$ cat src/adc_pkg.sv
// constants and types shared by the converter control and its result queue
// assumes a 125 MHz system clock; all times below are converted to cycles
package adc_pkg;

   localparam int CLK_PERIOD_NS = 8;

   // result format: straight binary, one lsb is the reference over 256
   localparam int RES_BITS  = 8;
   localparam int LSB_STEPS = 256;

   // power-up from the low-current state, a least time: round up
   localparam int PWRUP_NS     = 1500;
   localparam int PWRUP_CYCLES = (PWRUP_NS + CLK_PERIOD_NS - 1) / CLK_PERIOD_NS;

   // conversion time, bounded by the 5 us maximum: round down
   localparam int CONV_NS      = 4000;
   localparam int CONV_CYCLES  = CONV_NS / CLK_PERIOD_NS;
   localparam int STEP_CYCLES  = CONV_CYCLES / RES_BITS;

   localparam int TIMER_W = 10;
   localparam int BITCNT_W = 4;

   localparam logic [RES_BITS-1:0] RESULT_RESET = 8'h00;
   localparam logic [BITCNT_W-1:0] SERIAL_BITS  = 4'h8;

   // result queue between the converter and the output shift register
   localparam int FIFO_WIDTH = RES_BITS;
   localparam int FIFO_DEPTH = 32;

   typedef enum logic [1:0] {
      st_off,
      st_power_up,
      st_ready,
      st_convert
   } conv_state_e;

   // trial code for one successive-approximation step
   function automatic logic [RES_BITS-1:0] sar_trial(
      input logic [RES_BITS-1:0] kept,
      input logic [2:0]          bit_idx
   );
      logic [RES_BITS-1:0] one;
      one = 8'h01;
      sar_trial = kept | (one << bit_idx);
   endfunction

endpackage

$ cat src/result_fifo.sv
// result queue: flip-flop storage, valid and ready on both sides
// assumes both sides run on the same clock; push and pop may coincide
`timescale 1ns/1ns
`default_nettype none

module result_fifo #(
   parameter int WIDTH = 8,
   parameter int DEPTH = 32
) (
   input  wire logic             clk,       // system clock
   input  wire logic             rst_b,     // async reset, active low
   input  wire logic             in_valid,  // producer offers a word
   output logic                  in_ready,  // queue can take a word
   input  wire logic [WIDTH-1:0] in_data,   // word offered
   output logic                  out_valid, // queue holds a word
   input  wire logic             out_ready, // consumer takes the word
   output logic      [WIDTH-1:0] out_data   // oldest word
);

   localparam int AW = $clog2(DEPTH);

   logic [WIDTH-1:0] mem [DEPTH];
   logic [AW-1:0]    wr_idx;
   logic [AW-1:0]    rd_idx;
   logic [AW:0]      count;
   logic             push;
   logic             pop;

   assign in_ready  = (count != (AW+1)'(DEPTH));
   assign out_valid = (count != '0);
   assign push      = in_valid && in_ready;
   assign pop       = out_valid && out_ready;
   assign out_data  = mem[rd_idx];

   always_ff @(posedge clk) begin
      if (push) begin
         mem[wr_idx] <= in_data;
      end
   end

   always_ff @(posedge clk or negedge rst_b) begin
      if (!rst_b) begin
         wr_idx <= '0;
         rd_idx <= '0;
         count  <= '0;
      end else begin
         if (push) begin
            wr_idx <= (wr_idx == AW'(DEPTH - 1)) ? '0 : wr_idx + 1'b1;
         end
         if (pop) begin
            rd_idx <= (rd_idx == AW'(DEPTH - 1)) ? '0 : rd_idx + 1'b1;
         end
         if (push && !pop) begin
            count <= count + 1'b1;
         end else if (pop && !push) begin
            count <= count - 1'b1;
         end
      end
   end

endmodule

`default_nettype wire

$ cat src/adc_ctrl.sv
// control of an 8-bit successive-approximation converter with serial readout
// assumes an analog comparator on the system clock and a host that drives
// the convert-start and serial clock pins asynchronously
`timescale 1ns/1ns
`default_nettype none

// Behaviour
// result is straight binary, one lsb equals reference divided by 256.
// after power-on the block sits powered down and never converts.
// convert-start rising edge powers up, complete 1.5 us later.
// host holds convert-start low while supply is first applied.
// convert-start falling edge ends tracking, holds input, starts conversion.
// end of conversion latches result and samples convert-start; high stays up.
// host raises convert-start within 3 us of conversion start.
// convert-start still low at end of conversion powers down after latching.
// conversion takes at most 5 us from the falling edge.
// early falling edge waits for internal power-up timing, then converts.
// rising edge enables the serial port; no shifting before it.
// rising edge clears bit counter; extra clocks ignored; re-armed after eighth. Code disarms after the eighth until the next rising edge.
// each bit driven on serial clock rising edges after the enable.
// data output released on falling edge of eighth serial clock.
// read before conversion end gives old result, after gives new.
// new result waits for a read in progress to finish.
// serial port works while the converter is powered down.
// host waits 5 us after falling edge to read the current result.
// host keeps reads from spanning a convert-start rising edge.
// serial clock may be free-running or gated.
// host may use convert-start as chip select between devices.
// host on the opposite edge must invert the serial clock.
// end of conversion returns the input to tracking.
// bits go out most significant first, one per rising edge.
// conversion timing runs from an internal timebase, not serial clock.
module adc_ctrl (
   input  wire logic                         clk,                // system clock
   input  wire logic                         rst_b,              // power-on reset
   input  wire logic                         conversion_start_n, // start pin
   input  wire logic                         serial_clk,         // host clock
   input  wire logic                         cmp_above,          // input >= dac
   output logic      [adc_pkg::RES_BITS-1:0] dac_code,           // trial level
   output logic                              track,              // sampling on
   output logic                              powered,            // core awake
   output logic                              data_out,           // serial data
   output logic                              data_out_oe_n       // 0 = driving
);
   import adc_pkg::*;

   ////////////////////////////////////////////////////////////////////////
   // pin synchronisers: three stages, a change counts when two and three agree

   logic [1:0] sync1;
   logic [1:0] sync2;
   logic [1:0] sync3;
   logic [1:0] pin_level;
   logic       start_rise;
   logic       start_fall;
   logic       sclk_rise;
   logic       sclk_fall;

   always_ff @(posedge clk or negedge rst_b) begin
      if (!rst_b) begin
         sync1 <= 2'h0;
         sync2 <= 2'h0;
         sync3 <= 2'h0;
      end else begin
         sync1 <= {serial_clk, conversion_start_n};
         sync2 <= sync1;
         sync3 <= sync2;
      end
   end

   // level held until stages agree; reset low since the pin starts low
   always_ff @(posedge clk or negedge rst_b) begin
      if (!rst_b) begin
         pin_level <= 2'h0;
      end else begin
         for (int i = 0; i < 2; i++) begin
            if (sync2[i] == sync3[i]) begin
               pin_level[i] <= sync3[i];
            end
         end
      end
   end

   // an edge counts once stages two and three agree against the held level;
   // one decode for both pins keeps their latency identical
   function automatic logic pin_edge(
      input logic s2,
      input logic s3,
      input logic held,
      input logic rising
   );
      pin_edge = (s2 == s3) && (s3 == rising) && (held != rising);
   endfunction

   always_comb begin
      start_rise = pin_edge(sync2[0], sync3[0], pin_level[0], 1'b1);
      start_fall = pin_edge(sync2[0], sync3[0], pin_level[0], 1'b0);
      sclk_rise  = pin_edge(sync2[1], sync3[1], pin_level[1], 1'b1);
      sclk_fall  = pin_edge(sync2[1], sync3[1], pin_level[1], 1'b0);
   end

   ////////////////////////////////////////////////////////////////////////
   // power and conversion sequencing on the internal timebase

   conv_state_e             state;
   logic [TIMER_W-1:0]      timer;
   logic                    start_pending;
   logic [2:0]              bit_idx;
   logic [RES_BITS-1:0]     kept;
   logic                    result_valid;
   logic                    result_ready;
   logic                    step_done;
   logic                    conv_end;

   assign step_done = (timer == TIMER_W'(STEP_CYCLES - 1));
   assign conv_end  = (state == st_convert) && step_done && (bit_idx == 3'h0);

   // a full queue stalls the last step, so no result is ever dropped
   always_ff @(posedge clk or negedge rst_b) begin
      if (!rst_b) begin
         state         <= st_off;
         timer         <= '0;
         start_pending <= 1'b0;
      end else begin
         unique case (state)
            st_off: begin
               // falling edges here are ignored: nothing to convert with
               if (start_rise) begin
                  state         <= st_power_up;
                  timer         <= '0;
                  start_pending <= 1'b0;
               end
            end
            st_power_up: begin
               if (start_fall) begin
                  start_pending <= 1'b1;
               end
               if (timer == TIMER_W'(PWRUP_CYCLES - 1)) begin
                  timer <= '0;
                  if (start_pending || start_fall) begin
                     state <= st_convert;
                  end else begin
                     state <= st_ready;
                  end
               end else begin
                  timer <= timer + 1'b1;
               end
            end
            st_ready: begin
               if (start_fall) begin
                  state <= st_convert;
                  timer <= '0;
               end
            end
            st_convert: begin
               if (!step_done) begin
                  timer <= timer + 1'b1;
               end else if (bit_idx != 3'h0) begin
                  timer <= '0;
               end else if (result_ready) begin
                  timer <= '0;
                  // pin level at the end decides the mode
                  state <= pin_level[0] ? st_ready : st_off;
               end
            end
         endcase
      end
   end

   // successive approximation, msb trial first, 8 steps of STEP_CYCLES each
   always_ff @(posedge clk or negedge rst_b) begin
      if (!rst_b) begin
         bit_idx <= 3'h7;
         kept    <= RESULT_RESET;
      end else if (state != st_convert) begin
         bit_idx <= 3'h7;
         kept    <= RESULT_RESET;
      end else if (step_done && bit_idx != 3'h0) begin
         if (cmp_above) begin
            kept <= sar_trial(kept, bit_idx);
         end
         bit_idx <= bit_idx - 1'b1;
      end
   end

   // lsb decision folded in at the end; code = floor(vin * 256 / vref)
   assign result_valid = conv_end;

   always_ff @(posedge clk or negedge rst_b) begin
      if (!rst_b) begin
         dac_code <= RESULT_RESET;
         track    <= 1'b1;
         powered  <= 1'b0;
      end else begin
         dac_code <= (state == st_convert) ? sar_trial(kept, bit_idx)
                                           : RESULT_RESET;
         // hold only while converting, tracking again after the end
         // a full queue keeps the hold until the last decision is taken
         track    <= (state != st_convert) || (conv_end && result_ready);
         powered  <= (state == st_ready) || (state == st_convert);
      end
   end

   ////////////////////////////////////////////////////////////////////////
   // result queue

   logic [RES_BITS-1:0] final_code;
   logic                q_valid;
   logic                q_ready;
   logic [RES_BITS-1:0] q_data;

   assign final_code = cmp_above ? sar_trial(kept, 3'h0) : kept;

   result_fifo #(
      .WIDTH (FIFO_WIDTH),
      .DEPTH (FIFO_DEPTH)
   ) u_result_fifo (
      .clk       (clk),
      .rst_b     (rst_b),
      .in_valid  (result_valid),
      .in_ready  (result_ready),
      .in_data   (final_code),
      .out_valid (q_valid),
      .out_ready (q_ready),
      .out_data  (q_data)
   );

   ////////////////////////////////////////////////////////////////////////
   // serial port, independent of power state

   logic [RES_BITS-1:0] shift_reg;
   logic [BITCNT_W-1:0] bit_cnt;
   logic                port_armed;
   logic                reading;
   logic                shift_step;
   logic                read_done;

   // a read is in progress from its first bit until the eighth falling edge
   assign reading    = (bit_cnt != '0);
   // loading waits for the read to end
   assign q_ready    = !reading;
   // clocks past the eighth bit are ignored
   assign shift_step = port_armed && sclk_rise && (bit_cnt != SERIAL_BITS);
   assign read_done  = sclk_fall && (bit_cnt == SERIAL_BITS);

   always_ff @(posedge clk or negedge rst_b) begin
      if (!rst_b) begin
         shift_reg <= RESULT_RESET;
      end else if (q_valid && q_ready) begin
         shift_reg <= q_data;
      end
   end

   // works with free-running or gated clocks: only edges are counted
   // a start rise outranks a serial edge in the same cycle, so a read that
   // wrongly spans the rise restarts cleanly instead of half shifting
   always_ff @(posedge clk or negedge rst_b) begin
      if (!rst_b) begin
         port_armed <= 1'b0;
      end else if (start_rise) begin
         port_armed <= 1'b1;
      end else if (read_done) begin
         // next read needs a new rising edge
         port_armed <= 1'b0;
      end
   end

   always_ff @(posedge clk or negedge rst_b) begin
      if (!rst_b) begin
         bit_cnt <= '0;
      end else if (start_rise) begin
         bit_cnt <= '0;
      end else if (shift_step) begin
         bit_cnt <= bit_cnt + 1'b1;
      end else if (read_done) begin
         bit_cnt <= '0;
      end
   end

   // msb first, one bit per rising edge
   always_ff @(posedge clk or negedge rst_b) begin
      if (!rst_b) begin
         data_out <= 1'b0;
      end else if (!start_rise && shift_step) begin
         data_out <= shift_reg[3'h7 - bit_cnt[2:0]];
      end
   end

   // driven from the first bit, released on the eighth falling edge
   always_ff @(posedge clk or negedge rst_b) begin
      if (!rst_b) begin
         data_out_oe_n <= 1'b1;
      end else if (start_rise) begin
         data_out_oe_n <= 1'b1;
      end else if (shift_step) begin
         data_out_oe_n <= 1'b0;
      end else if (read_done) begin
         data_out_oe_n <= 1'b1;
      end
   end

endmodule

`default_nettype wire

$ cat config.mk
export PLATFORM = sky130hd
export DESIGN_NAME = adc_ctrl
export DESIGN_NICKNAME = d
export VERILOG_FILES = /design/src/adc_pkg.sv /design/src/result_fifo.sv /design/src/adc_ctrl.sv
export SDC_FILE = /design/constraint.sdc
export NUM_CORES = 1
export LEC_CHECK = 0
export BUFFER_PORTS_ARGS = -buffer_cell sky130_fd_sc_hd__buf_4
export CAP_MARGIN = 25
export CORE_ASPECT_RATIO = 0.5
export CORE_UTILIZATION = 35
export DETAILED_ROUTE_END_ITERATION = 12
export GPL_TIMING_DRIVEN = 0
export SLEW_MARGIN = 20
export SYNTH_ARGS = -nofsm -noshare
export SYNTH_HDL_FRONTEND = slang
export SYNTH_SLANG_ARGS = --single-unit
$ cat constraint.sdc
create_clock -name clk -period 8.05 [get_ports clk]
set_clock_uncertainty 0.1 [all_clocks]
set_input_delay 1.2075 -clock clk [delete_from_list [all_inputs] [get_ports clk]]
set_output_delay 1.2075 -clock clk [all_outputs]
set_load 0.02 [all_outputs]
# Word level (Yosys, flattened, before mapping)
# Memory sizes are Yosys's and may differ from the RTL's. A register that Yosys moved wholly into a read port is not among the register bits.
# Cells that the tools add are included.
[word_totals]
mem_count = 1
latchBits = 0
regBits = 65
rom_bits = 0
in_bits = 5
output_inout_bits = 12
ram_bits = 256
elab_cells = 141
[mem_list]
columns = ["name", "words", "word_bits", "rd", "rd_clocked_by_memory_dff", "write_ports", "line", "rtl"]
rows = [
  ["u_result_fifo.mem", 32, 8, 1, 1, 1, "result_fifo.sv:22", "logic [WIDTH-1:0] mem [DEPTH];"],
]
[op_classes]
multipliers = 0
bitwise = 5
muxes = 42
n_lt_le_gt_ge = 1
shift = 1
reduce_logical = 42
addsub = 8
eq_ne = 21
div = 0
[ops]
columns = ["operator", "count"]
rows = [
  ["$mux W10", 6],
  ["$pmux W10 S4", 1],
  ["$mux W8", 4],
  ["$logic_and A1 B1 Y1", 19],
  ["$mux W2", 7],
  ["$ne A2 B2 Y1 const B", 7],
  ["$mux W1", 12],
  ["$mux W4", 3],
  ["$mux W6", 2],
  ["$add A10 B1 Y10 const B", 1],
  ["$add A5 B1 Y5 const B", 2],
  ["$eq A10 B6 Y1 const B", 1],
  ["$eq A10 B8 Y1 const B", 1],
  ["$eq A5 B5 Y1 const B", 2],
  ["$mux W5", 2],
  ["$reduce_bool A2 Y1", 5],
  ["$or A8 B8 Y8", 1],
  ["$pmux W2 S4", 1],
  ["$shl A1 B3 Y8 const A", 1],
  ["$add A6 B1 Y6 const B", 1],
  ["$mux W3", 2],
  ["$ne A6 B6 Y1 const B", 1],
  ["$reduce_and A3 Y1", 2],
  ["$reduce_and A6 Y1", 1],
  ["other kinds (23)", 35],
]

# Depth between registers and ports, before layout
# Gate-level depths: netlist (run 1).
[depth]
word_depth = 8
depth_mapped = 15
mapped_depth_nobuf = 14

# Hierarchy
# Synthesis (run 1) repeated with hierarchy kept, for this count alone.
[hier_totals]
cells_unflattened = 873
hier_area_um2 = 13782.0
[by_module_without_submodules]
columns = ["mod", "seq_area_each_um2", "instances", "area_each_um2", "cells_each"]
rows = [
  ["result_fifo", 8087.8, 1, 11089.4, 616],
  ["adc_ctrl", 1432.6, 1, 2692.6, 257],
]

# Least setup slack after synthesis (run 1)
# Ideal clock, no wire load.
[synth_timing]
path_kind = "flip-flop to flip-flop"
startpoint = "reg u_result_fifo.count[1]"
endpoint = "reg u_result_fifo.count[5]"
slack_ps = 4744
stages_incl_launch_ff = 14
arrival_time_ps = 3059
n_path_buf = 1
period_less_slack_ps = 3306
path_cell_list = "dfrtp_1 -> or4_4 -> nor3b_2 -> nand2b_1 -> inv_2 -> buf_4 -> ha_1 -> inv_1 -> ha_1 -> a21oi_1 -> a21boi_0 -> o21a_1 -> o2111ai_1 -> o311ai_0"
[synth_via]
elab_chain_len = 5
elab_cells_between_ends = 13
cone_classes = "add/sub (2); eq/ne (1); mux (2); reduce/logical (8)"
[synth_lines]
columns = ["item", "line", "rtl"]
rows = [
  ["start, declared", "result_fifo.sv:25", "logic [AW:0] count;"],
  ["start signal, assigned", "result_fifo.sv:54", "count <= count + 1'b1;"],
  ["start signal, assigned", "result_fifo.sv:56", "count <= count - 1'b1;"],
  ["$ne A6 B6 Y1 *", "result_fifo.sv:29", "assign in_ready = (count != (AW+1)'(DEPTH));"],
  ["$logic_and A1 B1 Y1 *", "result_fifo.sv:31", "assign push = in_valid && in_ready;"],
  ["via u_result_fifo.push", "result_fifo.sv:26", "logic push;"],
  ["$logic_not A1 Y1", "result_fifo.sv:55", "end else if (pop && !push) begin"],
  ["$logic_and A1 B1 Y1", "result_fifo.sv:55", ""],
  ["$reduce_bool A2 Y1 (no line)", "--", ""],
]
# Mark *: on every way through the listed nets, which the timed path passes. The rest lies on a longest branch. The select of a mux whose other input is x is not followed.
# A chain may end at the register's enable or synchronous reset.

# Final worst setup path (run 1)
[layout_timing]
startpoint = "reg u_result_fifo.count[1]"
endpoint = "reg u_result_fifo.count[5]"
[layout_via]
elab_chain_len = 5
elab_cells_between_ends = 13
cone_classes = "add/sub (2); eq/ne (1); mux (2); reduce/logical (8)"
[layout_lines]
columns = ["item"]
rows = [
  ["parallel branches: the longest is 5 deep, another holds $sub A6 B1 Y6"],
]
# Several ways; the timed one is not identified. The select of a mux whose other input is x is not followed.

==> flow_metrics.tcl, run 1 <==
set metrics [dict create \
    path_cells "or4_4, o31ai_2, buf_2, ha_1, inv_1, ha_1, a21oi_1, a21boi_0, o21a_1, o2111ai_1, o311ai_0" \
    tns_ns 0 \
    p_total_mw 3.33 \
    hp-class "flip-flop to flip-flop" \
    htreeDepth 1 \
    fin_crit_sh_pct 48.8 \
    place.gp.congestion 0.826 \
    maxCapViolCount 0 \
    tightestPinTransition_ns 0.877 \
    fp.dieW_um 279 \
    rsz0062_at_grt "false" \
    finalHoldViolCount 0 \
    cts-hold-fix-buffers 0 \
    drt_iter0_drc 573 \
    layout_commonest_cell "edfxtp_1" \
    finalWorstSetupSlack_ns 4.12 \
    clk_latency_ns 0.57 \
    yosysWarnings 0 \
    ys_seq_area_share_pct 71.0 \
    crit_type "flip-flop to flip-flop" \
    synth-main-ff-cell "edfxtp_1" \
    share_comb_of_total_power_pct 2.7 \
    power_frac_clock_pct 41.1 \
    synth.distinct_cells 62 \
    arrival_ns 4.25 \
    place_area_um2 14300 \
    worst_path_most_repeated_cell "ha_1" \
    layout_common_cells "edfxtp_1, mux4_2, dfrtp_1, nand2_1, o21ai_0" \
    cts_buffer_depth 3 \
    io_pins 17 \
    ys_ff_latch 329 \
    ctsResizeCount 0 \
    drcViolationCount 0 \
    status "finished, final reports clean" \
    grt_pass1_wl_mm 43.6 \
    instances_no_fill 1349 \
    swShare_pct 20.6 \
    clock_sinks 329 \
    die_area_um2 39100 \
    start_util_pct 35.7 \
    seqPwrFrac_pct 56.2 \
    synthArstFlopShare_pct 22.2 \
    powerDensity_nw_per_um2 218 \
    final.min_clock_period_ns 3.93 \
    layout-drive-gt1-share_pct 22.9 \
    antenna_found_initial 0 \
    grt_pass1_vias 7138 \
    crit_required_ns 8.37 \
    grt.overflow.total 0 \
    final_cell_area_um2 15300 \
    firstDrtPassIters 5 \
    post-cts-setup-buffers 0 \
    numCtsBuffers 31 \
    critPathTopFamily "compound AO/OA/AOI/OAI gates" \
    syn_inst 776 \
    maxSlewViolCount 0 \
    grt.total_usage_pct 14.9 \
    coreArea_um2 37500 \
    insertedDiodeCount 0 \
    die_h_um 140 \
    setup_viol 0 \
    routed_via_density 5.27 \
    antenna_left 0 \
    yosysTopAreaCell "edfxtp_1" \
    top_register "u_result_fifo.mem" \
    num_vias 7112 \
    wire_per_inst_um 21.2 \
    synth_fp_nets 808 \
    max_slew_margin_pct 41.3 \
    path_max_fanout 10 \
    timing.fmax_mhz 254 \
    wl_mm 28.5 \
    largest_register_ffs 256 \
    critPathCaptureType "flip-flop" \
    clk_pin_slew_ns 0.06 \
    power_switching_mw 0.687 \
    cpMaxStageDelayCell "or4_4" \
    grt_max_degree 74 \
    syn2layout_area_growth_pct 14.1 \
    rows 50 \
    place_hpwl_mm 19.0 \
    vdd_drop_max_mv 0.132 \
    n_fill_cell 3376 \
    dp_slack_ns 4.18 \
    max_stage_delay_ns 0.57 \
    cp_num_buf_inv 2 \
    dp.cells 1292 \
    reg_top3 "u_result_fifo.mem x256, timer x10" \
    portBuffers 16 \
    synth.area.top_cells "edfxtp_1, dfrtp_1, mux4_2" \
    synth_area_per_cell_um2 17.3 \
    cts_tree "built" \
    cts-root-buf "clkbuf_16" \
    intPower_mw 2.65 \
    nNetsFinal 864 \
    leakage_nw 4.95 \
    synth_edf_count 256 \
    yosys.area.top_type_share_pct 57.3 \
    startpoint_type "flip-flop" \
    netlist_area_um2 13400 \
]
[synthesized netlist by cell type (all sizes together) (7+ instances only)]
cell type	instances
a21o	7
a21oi	15
buf	19
clkbuf	16
dfrtp	68
edfxtp	256
ha	26
inv	22
mux4	69
nand2	47
nand3	16
nor2	31
nor3	22
o21a	8
o21ai	35
o22ai	29
or3	9
or4	8
[layer usage]
layer	share of wire, %	vias up	global-route usage (%)	wire, µm
met5	0	-	0	0
met4	1.8	0	3.04	507
met3	5.0	38	2.87	1440
met2	48	185	24.0	13600
met1	45	3707	21.0	13000
li1	-	3182	-	-
[final cells by class]
type                       instances  area (µm²)  share of cell area, %
sequential                       329        9530                   62.3
inverter                          22        82.6                  0.540
clock inverter                    21         155                   1.01
tap                              494         618                   4.04
buffer                            35         186                   1.22
timing repair buffer              23         225                   1.47
multi-input combinational        390        3710                   24.3
clock buffer                      35         791                   5.17
[logic make-up after synthesis]
logic type,count (synthesis),synth area share [%]
flops,329,71.0
simple gates,174,6.95
compound gates,108,5.00
mux,75,12.1
buf+inv,57,2.01
fa+ha+maj,27,2.58
xor+xnor,6,0.392
[per-stage QoR]
step           util, %  hold slack, ns
4_1_cts           40.7           0.248
6_report          40.8           0.246
2_1_floorplan        -           0.231
3_3_place_gp      37.7           0.236
3_5_place_dp      38.2           0.235
5_1_grt           40.8           0.255
[final timing paths]
path | startpoint | end | slack, ns | cells after the start
worst max-delay path | u_result_fifo.count[1] | u_result_fifo.count[5] | 4.12 | 11
worst min-delay path | sync1[0] | sync2[0] | 0.25 | 0
worst max register to register | u_result_fifo.count[1] | u_result_fifo.count[5] | 4.12 | 11
worst min register to register | sync1[0] | sync2[0] | 0.25 | 0
max in group asynchronous | rst_b | track | 6.73 | 2
min in group asynchronous | rst_b | dac_code[2] | 0.48 | 1
[power by group through the flow]
stage / clock, mW / combinational, mW / sequential [mW]
6_report: 1.37 / 0.0915 / 1.87
3_3_place_gp: 0 / 0.0876 / 1.90
5_1_grt: 1.47 / 0.104 / 1.88
4_1_cts: 1.40 / 0.0927 / 1.87
3_5_place_dp: 0 / 0.0924 / 1.91
2_1_floorplan: 0 / 0.0643 / 1.90
Note: power is estimated with default switching activity, not from simulation.
==> run 2: changes to the inputs <==
==> constraint.sdc (replaced) <==
create_clock -name clk -period 3.4 [get_ports clk]
set_clock_uncertainty 0.1 [all_clocks]
set_input_delay 0.51 -clock clk [delete_from_list [all_inputs] [get_ports clk]]
set_output_delay 0.51 -clock clk [all_outputs]
set_load 0.02 [all_outputs]
==> flow_metrics.tcl, run 2 (synthesis results as in run 1) <==
set metrics [dict create \
    die_h_um 140 \
    grt_pass1_wl_mm 43.6 \
    clock_sinks 329 \
    crit_type "flip-flop to flip-flop" \
    finalHoldViolCount 0 \
    layout_common_cells "edfxtp_1, mux4_2, dfrtp_1, nand2_1, buf_4" \
    die_area_um2 39100 \
    grt.total_usage_pct 14.9 \
    num_vias 7158 \
    vdd_drop_max_mv 0.313 \
    wire_per_inst_um 21.1 \
    critPathCaptureType "flip-flop" \
    hp-class "flip-flop to flip-flop" \
    coreArea_um2 37500 \
    startpoint_type "flip-flop" \
    clk_latency_ns 0.57 \
    clk_pin_slew_ns 0.06 \
    fin_crit_sh_pct 95.2 \
    timing.fmax_mhz 309 \
    fp.dieW_um 279 \
    antenna_found_initial 0 \
    leakage_nw 5.01 \
    grt_pass1_vias 7163 \
    maxSlewViolCount 0 \
    top_register "u_result_fifo.mem" \
    drt_iter0_drc 592 \
    maxCapViolCount 0 \
    drcViolationCount 0 \
    largest_register_ffs 256 \
    grt.overflow.total 0 \
    layout-drive-gt1-share_pct 24.1 \
    setup_viol 0 \
    nNetsFinal 875 \
    io_pins 17 \
    tightestPinTransition_ns 0.900 \
    cts-root-buf "clkbuf_16" \
    antenna_left 0 \
    start_util_pct 35.7 \
    routed_via_density 5.26 \
    final.min_clock_period_ns 3.24 \
    htreeDepth 1 \
    wl_mm 28.7 \
    path_max_fanout 10 \
    powerDensity_nw_per_um2 513 \
    numCtsBuffers 31 \
    fin_util_pct 41.1 \
    cts_buffer_depth 3 \
    arrival_ns 3.57 \
    rows 50 \
    cts_tree "built" \
    place.gp.congestion 0.826 \
    layout_commonest_cell "edfxtp_1" \
    max_slew_margin_pct 39.8 \
    reg_top3 "u_result_fifo.mem x256, timer x10" \
    tns_ns 0 \
    firstDrtPassIters 5 \
    syn2layout_area_growth_pct 15.1 \
    insertedDiodeCount 0 \
    crit_required_ns 3.73 \
    n_fill_cell 3364 \
    grt_max_degree 74 \
    status "finished, final reports clean" \
    portBuffers 16 \
    place_hpwl_mm 19.0 \
]
run 2: layout make-up:
type | count | area (µm²) | area share [%]
flip-flops and latches | 329 | 9530 | 61.7
multi-input cells | 390 | 3760 | 24.3
clock buffers | 35 | 791 | 5.12
well taps | 494 | 618 | 4.00
repair buffers | 34 | 315 | 2.04
plain buffers | 35 | 189 | 1.22
clock inverters | 21 | 155 | 1.01
inverters | 22 | 85.1 | 0.551
run 2: power breakdown:
group / switching [mW] / total, mW / internal [mW] / leakage [nW]
combinational: 0.126 / 0.236 / 0.110 / 1.46
sequential: 0.0772 / 4.43 / 4.35 / 3.08
clock: 1.44 / 3.25 / 1.81 / 0.468
total: 1.64 / 7.92 / 6.28 / 5.01
run 2: critical path, cell delays in order, from the launching register on:
cell and delay (ns):
dfrtp_1 0.41, or4_4 0.59, nor3b_4 0.23, nand2b_4 0.18, inv_2 0.06, buf_4 0.17
ha_4 0.20, inv_4 0.09, ha_1 0.26, a21oi_2 0.19, a21boi_2 0.10, o21a_1 0.21
o2111ai_1 0.20, o311ai_1 0.12
run 2: stage by stage:
stage | hold slack (ns) | instance area (µm²) | setup WS, ns | std cells | power [mW]
floorplan | 0.114 | 13400 | 0.0942 | 776 | 4.65
global placement | 0.236 | 14100 | -0.404 | 1286 | 4.72
detailed placement | 0.235 | 14300 | -0.465 | 1292 | 4.73
CTS | 0.0210 | 15400 | 0.0246 | 1353 | 7.96
global route | 0.255 | 15400 | -0.0134 | 1360 | 8.17
finish | 0.246 | 15400 | 0.164 | 1360 | 7.92
run 2: path summary, 6_finish.rpt:
| check | to | from | depth (start not counted) | slack [ns] |
|---|---|---|---|---|
| max reg2reg | u_result_fifo.count[5] | u_result_fifo.count[1] | 13 | 0.16 |
| min reg2reg | sync2[0] | sync1[0] | 0 | 0.25 |
| min | sync2[0] | sync1[0] | 0 | 0.25 |
| min in group asynchronous | dac_code[2] | rst_b | 2 | 0.33 |
| max in group asynchronous | track | rst_b | 3 | 2.23 |
| max | u_result_fifo.count[5] | u_result_fifo.count[1] | 13 | 0.16 |
run 2: timing repair:
item	CTS	global route
endpoints found under the hold margin	2	30
gates resized for setup	7	6
pin swaps	3	2
hold buffers	2	1
setup endpoints to repair	3	1
buffers inserted	3	5
run 2: layer usage:
layer / track usage (%) / up-vias / share of wire, %
li1: - / 3206 / -
met1: 21.0 / 3740 / 46
met2: 24.0 / 178 / 48
met3: 2.87 / 34 / 4.9
met4: 3.04 / 0 / 1.8
met5: 0 / - / 0
